===== config.mk =====
export PLATFORM = sky130hd
export DESIGN_NAME = ldpic_top
export DESIGN_NICKNAME = d
export VERILOG_FILES = /design/src/ldpic_pkg.sv /design/src/ldpic_top.sv /design/src/ldpic_adc_seq.sv
export VERILOG_INCLUDE_DIRS = /design/src
export SDC_FILE = /design/constraint.sdc
export NUM_CORES = 1
export LEC_CHECK = 0
export ABC_AREA = 1
export BUFFER_PORTS_ARGS = -buffer_cell sky130_fd_sc_hd__buf_2
export CORE_MARGIN = 2
export CORE_UTILIZATION = 30
export CTS_BUF_LIST = sky130_fd_sc_hd__clkbuf_16
export DETAILED_ROUTE_END_ITERATION = 10
export REMOVE_ABC_BUFFERS = 1
export SLEW_MARGIN = 20
export SYNTH_ARGS = -nofsm -noshare
export SYNTH_HDL_FRONTEND = slang
export SYNTH_SLANG_ARGS = --single-unit

===== constraint.sdc =====
create_clock -name clk_in -period 8.22 [get_ports clk_in]
set_clock_uncertainty 0.1 [all_clocks]
set_input_delay 1.233 -clock clk_in [delete_from_list [all_inputs] [get_ports clk_in]]
set_output_delay 1.233 -clock clk_in [all_outputs]
set_load 0.1 [all_outputs]

===== src/ldpic_map.svh =====
// Constants for the LED driver power, init and current configuration block
`ifndef LDPIC_MAP_SVH
`define LDPIC_MAP_SVH
// ****************************************************************
// Widths
// ****************************************************************
`define LDPIC_NCH          12
`define LDPIC_CODE_W       6
`define LDPIC_ADC_W        8
`define LDPIC_THR_W        4
`define LDPIC_PW_W         4
`define LDPIC_ILEN_W       4
`define LDPIC_MULT_W       10
// ****************************************************************
// Reset values and encodings
// ****************************************************************
`define LDPIC_RANGE_DFLT   2'b11
`define LDPIC_RANGE_512    2'b11
`define LDPIC_RANGE_256    2'b10
`define LDPIC_RANGE_128    2'b01
`define LDPIC_MULT_512     10'd512
`define LDPIC_MULT_256     10'd256
`define LDPIC_MULT_128     10'd128
`define LDPIC_MULT_64      10'd64
`define LDPIC_EN_DFLT      12'h000
`define LDPIC_THR_OFF      4'h0
`define LDPIC_LSUP_BASE    8'h30
`define LDPIC_LSUP_STEP    8'h0a
// ****************************************************************
// Timing, clock 100 MHz
// ****************************************************************
`define LDPIC_CLK_NS       10
`define LDPIC_T_CONV_US    57
`define LDPIC_T_DIAG_US    100
`define LDPIC_T_ISTEP_US   1000
`define LDPIC_CONV_CYC     ((`LDPIC_T_CONV_US * 1000) / `LDPIC_CLK_NS)
`define LDPIC_DIAG_CYC     ((`LDPIC_T_DIAG_US * 1000 + `LDPIC_CLK_NS - 1) / `LDPIC_CLK_NS)
`define LDPIC_ISTEP_CYC    ((`LDPIC_T_ISTEP_US * 1000) / `LDPIC_CLK_NS)
`define LDPIC_CONV_CNT_W   13
`define LDPIC_DIAG_CNT_W   18
`define LDPIC_INIT_CNT_W   21
`endif


===== src/ldpic_pkg.sv =====
// Types of the LED driver power, init and current configuration block
package ldpic_pkg;
	typedef enum logic [1:0] {
		LDPIC_ST_RESET,
		LDPIC_ST_INIT,
		LDPIC_ST_NORMAL
	} ldpic_state_type;
endpackage


===== src/ldpic_top.sv =====
// LED driver power-up sequencing, supply warning and channel current setup
`timescale 1ns/1ps
`default_nettype none
`include "ldpic_map.svh"
module ldpic_top
	import ldpic_pkg::*;
#(
	parameter int CONV_CYC  = `LDPIC_CONV_CYC,
	parameter int DIAG_CYC  = `LDPIC_DIAG_CYC,
	parameter int ISTEP_CYC = `LDPIC_ISTEP_CYC
) (
	input  wire logic                                      clk_in,
	input  wire logic                                      sys_rst_in,
	input  wire logic                                      supply_uv_in,
	input  wire logic                                      ldo_uv_in,
	input  wire logic [`LDPIC_ILEN_W-1:0]                  nv_init_timer_length_in,
	input  wire logic [1:0]                                nv_reference_range_in,
	input  wire logic [`LDPIC_NCH*`LDPIC_CODE_W-1:0]       nv_current_code_in,
	input  wire logic [`LDPIC_THR_W-1:0]                   nv_low_supply_threshold_in,
	input  wire logic [`LDPIC_PW_W-1:0]                    nv_diag_pulse_width_in,
	input  wire logic                                      reset_flag_clear_cmd_in,
	input  wire logic                                      register_reload_cmd_in,
	input  wire logic                                      fault_clear_cmd_in,
	input  wire logic                                      range_wr_in,
	input  wire logic [1:0]                                reference_range_select_in,
	input  wire logic                                      enable_wr_in,
	input  wire logic [`LDPIC_NCH-1:0]                     channel_enable_bit_in,
	input  wire logic                                      code_wr_in,
	input  wire logic [3:0]                                code_channel_in,
	input  wire logic [`LDPIC_CODE_W-1:0]                  channel_current_code_in,
	input  wire logic                                      threshold_wr_in,
	input  wire logic [`LDPIC_THR_W-1:0]                   low_supply_threshold_in,
	input  wire logic                                      pulse_width_wr_in,
	input  wire logic [`LDPIC_PW_W-1:0]                    diag_pulse_width_sel_in,
	input  wire logic                                      diag_start_in,
	input  wire logic                                      adc_other_req_in,
	input  wire logic [`LDPIC_ADC_W-1:0]                   adc_supply_code_in,
	output ldpic_state_type                                state_out,
	output logic                                           reset_flag_out,
	output logic                                           register_reload_cmd_out,
	output logic                                           reset_flag_clear_cmd_out,
	output logic                                           fault_clear_cmd_out,
	output logic                                           low_supply_warning_flag_out,
	output logic                                           open_diag_enable_out,
	output logic                                           short_diag_enable_out,
	output logic [`LDPIC_ADC_W-1:0]                        supply_result_out,
	output logic [1:0]                                     reference_range_select_out,
	output logic [`LDPIC_MULT_W-1:0]                       full_range_mult_out,
	output logic [`LDPIC_NCH-1:0]                          channel_enable_out,
	output logic [`LDPIC_NCH*`LDPIC_CODE_W-1:0]            channel_current_code_out,
	output logic [`LDPIC_THR_W-1:0]                        low_supply_threshold_out,
	output logic [`LDPIC_PW_W-1:0]                         diag_pulse_width_sel_out,
	output logic                                           diag_pulse_out,
	output logic                                           err_out,
	output logic                                           err_oe_out
);
	// ****************************************************************
	// Functions
	// ****************************************************************
	// Range field to full-range multiplier
	function automatic logic [`LDPIC_MULT_W-1:0] range_mult(input logic [1:0] sel);
		case (sel)
			`LDPIC_RANGE_512: range_mult = `LDPIC_MULT_512;
			`LDPIC_RANGE_256: range_mult = `LDPIC_MULT_256;
			`LDPIC_RANGE_128: range_mult = `LDPIC_MULT_128;
			default:          range_mult = `LDPIC_MULT_64;
		endcase
	endfunction

	// Threshold setting to supply result code
	function automatic logic [`LDPIC_ADC_W-1:0] thr_code(input logic [`LDPIC_THR_W-1:0] t);
		thr_code = `LDPIC_ADC_W'(`LDPIC_LSUP_BASE + `LDPIC_LSUP_STEP * (t - 1'b1));
	endfunction

	// ****************************************************************
	// Storage
	// ****************************************************************
	logic                      s_uv1_q;
	logic                      s_uv2_q;
	logic                      l_uv1_q;
	logic                      l_uv2_q;
	ldpic_state_type           state_q;
	ldpic_state_type           state_d;
	logic                      por_flag_q;
	logic                      reload_q;
	logic [`LDPIC_INIT_CNT_W-1:0] init_cnt_q;
	logic [1:0]                range_q;
	logic [`LDPIC_NCH-1:0]     en_q;
	logic [`LDPIC_CODE_W-1:0]  code_q [`LDPIC_NCH];
	logic [`LDPIC_THR_W-1:0]   thr_q;
	logic [`LDPIC_PW_W-1:0]    pw_q;
	logic                      low_flag_q;
	logic                      below_q;
	logic [`LDPIC_DIAG_CNT_W-1:0] diag_cnt_q;
	logic                      diag_q;
	logic [`LDPIC_ADC_W-1:0]   adc_result;
	logic                      adc_valid;

	// ****************************************************************
	// Decoding
	// ****************************************************************
	logic                         uv_any;
	logic                         in_reset;
	logic                         load_dflt;
	logic                         init_done;
	logic                         flag_set;
	logic                         below_now;
	logic [`LDPIC_INIT_CNT_W-1:0] init_len;
	logic [`LDPIC_DIAG_CNT_W-1:0] diag_len;

	// Supply monitor and register default load conditions
	assign uv_any    = s_uv2_q || l_uv2_q;
	assign in_reset  = (state_q == LDPIC_ST_RESET);
	assign load_dflt = in_reset || uv_any || reload_q;
	assign init_len  = `LDPIC_INIT_CNT_W'(ISTEP_CYC * nv_init_timer_length_in);
	assign init_done = (init_cnt_q >= init_len);
	assign flag_set  = in_reset || reload_q;
	assign below_now = (thr_q != `LDPIC_THR_OFF) && (adc_result < thr_code(thr_q));
	assign diag_len  = `LDPIC_DIAG_CNT_W'(DIAG_CYC * (pw_q + 1));

	// Undervoltage pins pass two flops
	always_ff @(posedge clk_in or posedge sys_rst_in) begin
		if (sys_rst_in) begin
			s_uv1_q <= 1'b1;
			s_uv2_q <= 1'b1;
			l_uv1_q <= 1'b1;
			l_uv2_q <= 1'b1;
		end else begin
			s_uv1_q <= supply_uv_in;
			s_uv2_q <= s_uv1_q;
			l_uv1_q <= ldo_uv_in;
			l_uv2_q <= l_uv1_q;
		end
	end

	// ****************************************************************
	// Power state sequence
	// ****************************************************************
	// Next state of reset, init and normal
	always_comb begin
		state_d = state_q;
		case (state_q)
			LDPIC_ST_RESET: begin
				state_d = uv_any ? LDPIC_ST_RESET : LDPIC_ST_INIT;
			end
			LDPIC_ST_INIT: begin
				if (reset_flag_clear_cmd_in || init_done) begin
					state_d = LDPIC_ST_NORMAL;
				end
			end
			LDPIC_ST_NORMAL: state_d = LDPIC_ST_NORMAL;
			default:         state_d = LDPIC_ST_RESET;
		endcase
		if (uv_any) begin
			state_d = LDPIC_ST_RESET;
		end
	end

	// State and init timer
	always_ff @(posedge clk_in or posedge sys_rst_in) begin
		if (sys_rst_in) begin
			state_q    <= LDPIC_ST_RESET;
			init_cnt_q <= '0;
		end else begin
			state_q    <= state_d;
			init_cnt_q <= (state_q == LDPIC_ST_INIT) ? init_cnt_q + 1'b1 : '0;
		end
	end

	// Reset history flag; setting wins over clearing
	always_ff @(posedge clk_in or posedge sys_rst_in) begin
		if (sys_rst_in) begin
			por_flag_q <= 1'b1;
		end else if (flag_set) begin
			por_flag_q <= 1'b1;
		end else if (reset_flag_clear_cmd_in) begin
			por_flag_q <= 1'b0;
		end
	end

	// Reload command bit, cleared after one cycle of action
	always_ff @(posedge clk_in or posedge sys_rst_in) begin
		if (sys_rst_in) begin
			reload_q <= 1'b0;
		end else begin
			reload_q <= register_reload_cmd_in && !reload_q && !in_reset;
		end
	end

	// ****************************************************************
	// Configuration registers
	// ****************************************************************
	// Range, enables, threshold and pulse width
	always_ff @(posedge clk_in or posedge sys_rst_in) begin
		if (sys_rst_in) begin
			range_q <= `LDPIC_RANGE_DFLT;
			en_q    <= `LDPIC_EN_DFLT;
			thr_q   <= `LDPIC_THR_OFF;
			pw_q    <= '0;
		end else if (load_dflt) begin
			range_q <= nv_reference_range_in;
			en_q    <= `LDPIC_EN_DFLT;
			thr_q   <= nv_low_supply_threshold_in;
			pw_q    <= nv_diag_pulse_width_in;
		end else begin
			if (range_wr_in) range_q <= reference_range_select_in;
			if (enable_wr_in) en_q <= channel_enable_bit_in;
			if (threshold_wr_in) thr_q <= low_supply_threshold_in;
			if (pulse_width_wr_in) pw_q <= diag_pulse_width_sel_in;
		end
	end

	// Per-channel current codes
	always_ff @(posedge clk_in or posedge sys_rst_in) begin
		if (sys_rst_in) begin
			for (int i = 0; i < `LDPIC_NCH; i++) code_q[i] <= '0;
		end else if (load_dflt) begin
			for (int i = 0; i < `LDPIC_NCH; i++) begin
				code_q[i] <= nv_current_code_in[i*`LDPIC_CODE_W +: `LDPIC_CODE_W];
			end
		end else if (code_wr_in && (code_channel_in < 4'(`LDPIC_NCH))) begin
			code_q[code_channel_in] <= channel_current_code_in;
		end
	end

	// ****************************************************************
	// Low-supply warning
	// ****************************************************************
	ldpic_adc_seq #(
		.CONV_CYC(CONV_CYC)
	) u_adc (
		.clk_in          (clk_in),
		.sys_rst_in      (sys_rst_in),
		.hold_in         (in_reset),
		.other_req_in    (adc_other_req_in),
		.supply_code_in  (adc_supply_code_in),
		.result_out      (adc_result),
		.result_valid_out(adc_valid)
	);

	// Compare each result; warning set wins over fault clear
	always_ff @(posedge clk_in or posedge sys_rst_in) begin
		if (sys_rst_in) begin
			below_q    <= 1'b0;
			low_flag_q <= 1'b0;
		end else if (in_reset) begin
			below_q    <= 1'b0;
			low_flag_q <= 1'b0;
		end else begin
			if (adc_valid) below_q <= below_now;
			if (adc_valid && below_now) begin
				low_flag_q <= 1'b1;
			end else if (fault_clear_cmd_in) begin
				low_flag_q <= 1'b0;
			end
		end
	end

	// Diagnostic pulse of selected width
	always_ff @(posedge clk_in or posedge sys_rst_in) begin
		if (sys_rst_in) begin
			diag_q     <= 1'b0;
			diag_cnt_q <= '0;
		end else if (in_reset) begin
			diag_q     <= 1'b0;
			diag_cnt_q <= '0;
		end else if (diag_q) begin
			diag_q     <= (diag_cnt_q < diag_len - 1'b1);
			diag_cnt_q <= diag_cnt_q + 1'b1;
		end else if (diag_start_in) begin
			diag_q     <= 1'b1;
			diag_cnt_q <= '0;
		end
	end

	// ****************************************************************
	// Outputs
	// ****************************************************************
	assign state_out                   = state_q;
	assign reset_flag_out              = por_flag_q;
	assign register_reload_cmd_out     = reload_q;
	assign reset_flag_clear_cmd_out    = 1'b0;
	assign fault_clear_cmd_out         = 1'b0;
	assign low_supply_warning_flag_out = low_flag_q;
	assign open_diag_enable_out        = !below_q;
	assign short_diag_enable_out       = !below_q;
	assign supply_result_out           = adc_result;
	assign reference_range_select_out  = range_q;
	assign full_range_mult_out         = range_mult(range_q);
	assign channel_enable_out          = en_q;
	assign low_supply_threshold_out    = thr_q;
	assign diag_pulse_width_sel_out    = pw_q;
	assign diag_pulse_out              = diag_q;
	assign err_out                     = 1'b0;
	assign err_oe_out                  = in_reset;
	always_comb begin
		for (int i = 0; i < `LDPIC_NCH; i++) begin
			channel_current_code_out[i*`LDPIC_CODE_W +: `LDPIC_CODE_W] = code_q[i];
		end
	end
endmodule // ldpic_top
`default_nettype wire


===== src/ldpic_adc_seq.sv =====
// Supply conversion sequencer: timed conversions of the supply voltage
`timescale 1ns/1ps
`default_nettype none
`include "ldpic_map.svh"
module ldpic_adc_seq
	import ldpic_pkg::*;
#(
	parameter int CONV_CYC = `LDPIC_CONV_CYC
) (
	input  wire logic                    clk_in,
	input  wire logic                    sys_rst_in,
	input  wire logic                    hold_in,
	input  wire logic                    other_req_in,
	input  wire logic [`LDPIC_ADC_W-1:0] supply_code_in,
	output logic      [`LDPIC_ADC_W-1:0] result_out,
	output logic                         result_valid_out
);
	// ****************************************************************
	// Storage
	// ****************************************************************
	logic [`LDPIC_ADC_W-1:0]     code_s1_q;
	logic [`LDPIC_ADC_W-1:0]     code_s2_q;
	logic [`LDPIC_CONV_CNT_W-1:0] cnt_q;
	logic                        busy_q;
	logic                        done;
	logic                        start;
	localparam logic [`LDPIC_CONV_CNT_W-1:0] LAST = `LDPIC_CONV_CNT_W'(CONV_CYC - 1);

	// Conversion ends after the nominal conversion time; idle converter resamples supply
	assign done  = busy_q && (cnt_q == LAST);
	assign start = !busy_q && !other_req_in && !hold_in;

	// Analog code settles through two flops
	always_ff @(posedge clk_in or posedge sys_rst_in) begin
		if (sys_rst_in) begin
			code_s1_q <= '0;
			code_s2_q <= '0;
		end else begin
			code_s1_q <= supply_code_in;
			code_s2_q <= code_s1_q;
		end
	end

	// Conversion timer
	always_ff @(posedge clk_in or posedge sys_rst_in) begin
		if (sys_rst_in) begin
			busy_q <= 1'b0;
			cnt_q  <= '0;
		end else if (hold_in) begin
			busy_q <= 1'b0;
			cnt_q  <= '0;
		end else if (start) begin
			busy_q <= 1'b1;
			cnt_q  <= '0;
		end else if (busy_q) begin
			busy_q <= !done;
			cnt_q  <= done ? '0 : cnt_q + 1'b1;
		end
	end

	// Result register holds the latest supply conversion
	always_ff @(posedge clk_in or posedge sys_rst_in) begin
		if (sys_rst_in) begin
			result_out       <= '0;
			result_valid_out <= 1'b0;
		end else begin
			result_valid_out <= done;
			if (done) begin
				result_out <= code_s2_q;
			end
		end
	end
endmodule // ldpic_adc_seq
`default_nettype wire


==> run metrics <==
# DRC 0; prevailing post-synth register cell dfrtp_1; layout cells sized above 1 21.3%; wl on met1 14700 µm; Synth Register Bits 183; most common cell in the synthesized netlist nand2_1; post-route cell area 0.0134 mm²; setup TNS 0 ns; WL final 33000 µm; CTS resizes 0; slew margin rel. 36.1%; area growth from synthesis to final layout 19.9%; Arr. time, crit path 5.20 ns; Final Max Tran Viols 0; GRT overflow 0; number of port buffers 254; max_cap viols 0; Worst-path clk slew 0.08 ns; Post-Layout Cell Count 2064; CTS tree yes; total number of vias 10000; met3 wire len 1820 µm; Final Hold Fails 0; critical path depth 25; total track usage 17.3%; unrepaired setup endpoints after global routing false; Post-Syn Instances 1350; power share of the clock group 31.2%; placed cell count 2031; Ports 264; # nets final 1825; PwrDens 203 mW/mm²; Worst Path Required 8.44 ns; Iteration-0 DRC Markers 542; Crit Path Class flop to flop; worst-skew pair later-pin latency 0.44 ns; final setup vio count 0; Worst-Margin Slew 0.955 ns; sequential power share 35.7%; clk sinks 183; worst vdd ir 0.151 mV; deepest clock path buffer count 2; post-synthesis instance area 0.0112 mm²; Leak 6.61 nW; Power Internal 1.62 mW; Placement Cell Area 0.0128 mm²; Placer Congestion 0.843; Buffers & Inverters on Critical Path 3; Unique masters post-synth 53; Net Sw Power 1.11 mW; chip width 197 µm; Yosys top cell by area dfrtp_1; Cells on Worst Hold Path 0; top cell type's share of synthesized area 39.4%; Final min period 4.98 ns; most used cell, CP nand2_1; core area 0.0367 mm²; met2 routed WL 15800 µm; Die ar. 0.0389 mm²; Worst setup SP type flop; Post-synth top cells 304 x nand2_1, 176 x dfrtp_1, 155 x inv_1; number of cells on the worst reg-to-reg path 25; antenna viol nets, final 0; Setup crit end kind flop; Total Power 2.73 mW; Gate power share 33.2%; Post-synth ARST share 100%; vias per std cell 4.86; period utilization 60.6%; root cell of the clock tree clkbuf_16; Top Layer Used met5; DRT Pass-1 Iters 7; CP delay by family, top adder cells; # hold bufs at CTS 0; CP max-delay cell dfrtp_1; post-CTS setup buffer count 0; WL/cell 16.0 µm; yosys warns 0; worst hold path type flop to flop; DP HPWL 25000 µm; vias in the first global route 9879; initial antenna violation count 4; first-pass GRT wire length 52600 µm; outcome complete, no violations; H-tree depth 4; register area share after synthesis 41.0%; number of enable flip-flop cells after synthesis 0; Site Rows 70; Synth area leaders dfrtp_1 39%, ha_1 11%, nand2_1 10%; FMAX 201 MHz; Mean Syn Cell Area 8.29 µm²; Initial Util 30.5%; Die Span Y 197 µm; slowest stage delay, CP 0.62 ns; CP Max Fanout 9; Num CTS Buffers 17; switch share 40.6%; pin count of the biggest net entering global routing 126
metal layers:
metal / global-route usage (%) / vias up
met1: 22.1 / 4769
met5: 0 / -
met2: 28.8 / 242
li1: - / 4978
met3: 4.37 / 34
met4: 5.26 / 6
cell usage in the layout (no fill, tap or decap), types with 7 or more instances in the layout:
cell,synthesis,layout
xor2_1,24,24
buf_2,17,254
inv_1,155,155
a21oi_1,45,45
clkbuf_16,0,17
dfrtp_1,176,176
ha_1,97,97
nand2_1,304,304
o211ai_1,74,74
o21ai_2,10,10
dfstp_2,7,7
o21ai_0,45,45
nor3_1,19,19
conb_1,1,9
nand4_1,34,34
nand3_1,107,107
xnor2_1,12,12
nor2_1,103,103
o22ai_1,16,16
flip-flops by register name (all words and copies together) (netlist names), 2 cells and up:
signal and flops:
u_adc.cnt_q 13, u_adc.code_s2_q 8, u_adc.code_s1_q 8, reference_range_select_out 2
channel_enable_out 12, channel_current_code_out 72, low_supply_threshold_out 4, u_adc.result_out 8
state_out 2, diag_pulse_width_sel_out 4, diag_cnt_q 18, init_cnt_q 21
through the flow:
step | setup WS (ns) | hold WS [ns] | utilization, %
finish | 3.24 | 0.244 | 36.6
global route | 2.70 | 0.267 | 36.6
CTS | 3.17 | 0.246 | 36.6
detailed placement | 3.18 | 0.235 | 34.9
global placement | 3.45 | 0.232 | 34.9
floorplan | 1.93 | 0.231 | -
power groups by stage:
| stage | Sequential [mW] | Combinational (mW) | Clock [mW] |
|---|---|---|---|
| 2_1_floorplan | 1.23 | 0.463 | 0 |
| 3_3_place_gp | 0.988 | 0.892 | 0 |
| 3_5_place_dp | 0.989 | 0.910 | 0 |
| 4_1_cts | 0.972 | 0.912 | 0.874 |
| 5_1_grt | 0.978 | 1.00 | 0.908 |
| 6_report | 0.973 | 0.904 | 0.849 |
path summary, 6_finish.rpt:
path,startpoint,to,slack [ns]
max,diag_pulse_width_sel_out[0],diag_pulse_out,3.24
max reg2reg,diag_pulse_width_sel_out[0],diag_pulse_out,3.24
max in group asynchronous,sys_rst_in,channel_current_code_out[40],5.79
min in group asynchronous,sys_rst_in,channel_current_code_out[30],0.82
min,u_adc.code_s1_q[3],u_adc.code_s2_q[3],0.24
min reg2reg,u_adc.code_s1_q[3],u_adc.code_s2_q[3],0.24
cell type report:
type	count	area, µm²
clock buffer	17	425
sequential	183	4590
timing repair buffer	257	1290
fill	3803	23300
antenna	1	2.50
inverter	162	616
tap	468	586
multi-input combinational	961	5740
clock inverter	15	170
kinds of logic after synthesis:
kind of cell | Yosys count | synth area share, %
AO/OA/AOI/OAI | 204 | 11.6
XOR/XNOR | 38 | 3.11
adder cells (fa/ha/maj) | 103 | 11.9
buffers and inverters | 214 | 8.03
flip-flops | 183 | 41.0
multiplexers | 1 | 0.0894
other | 1 | 0.0335
AND/OR/NAND/NOR | 606 | 24.2
worst register-to-register path, cell delays in order (launching register included):
cell and delay [ns]:
dfrtp_1 0.62, nand3_2 0.14, xor2_2 0.39, inv_1 0.23, fa_1 0.55, ha_1 0.14
inv_1 0.04, fa_1 0.47, inv_1 0.04, ha_1 0.34, nand2_1 0.09, nand2_1 0.06
a21oi_1 0.21, nand2_1 0.11, nand2_1 0.06, nand2_1 0.07, nor2_1 0.09, nand4_1 0.08
nand2_1 0.07, nand2_1 0.05, ha_1 0.31, nand4_1 0.13, nor2_1 0.17, o21ai_0 0.13
nand3_1 0.10, a21oi_1 0.07
(Power assumes the default switching activity.)
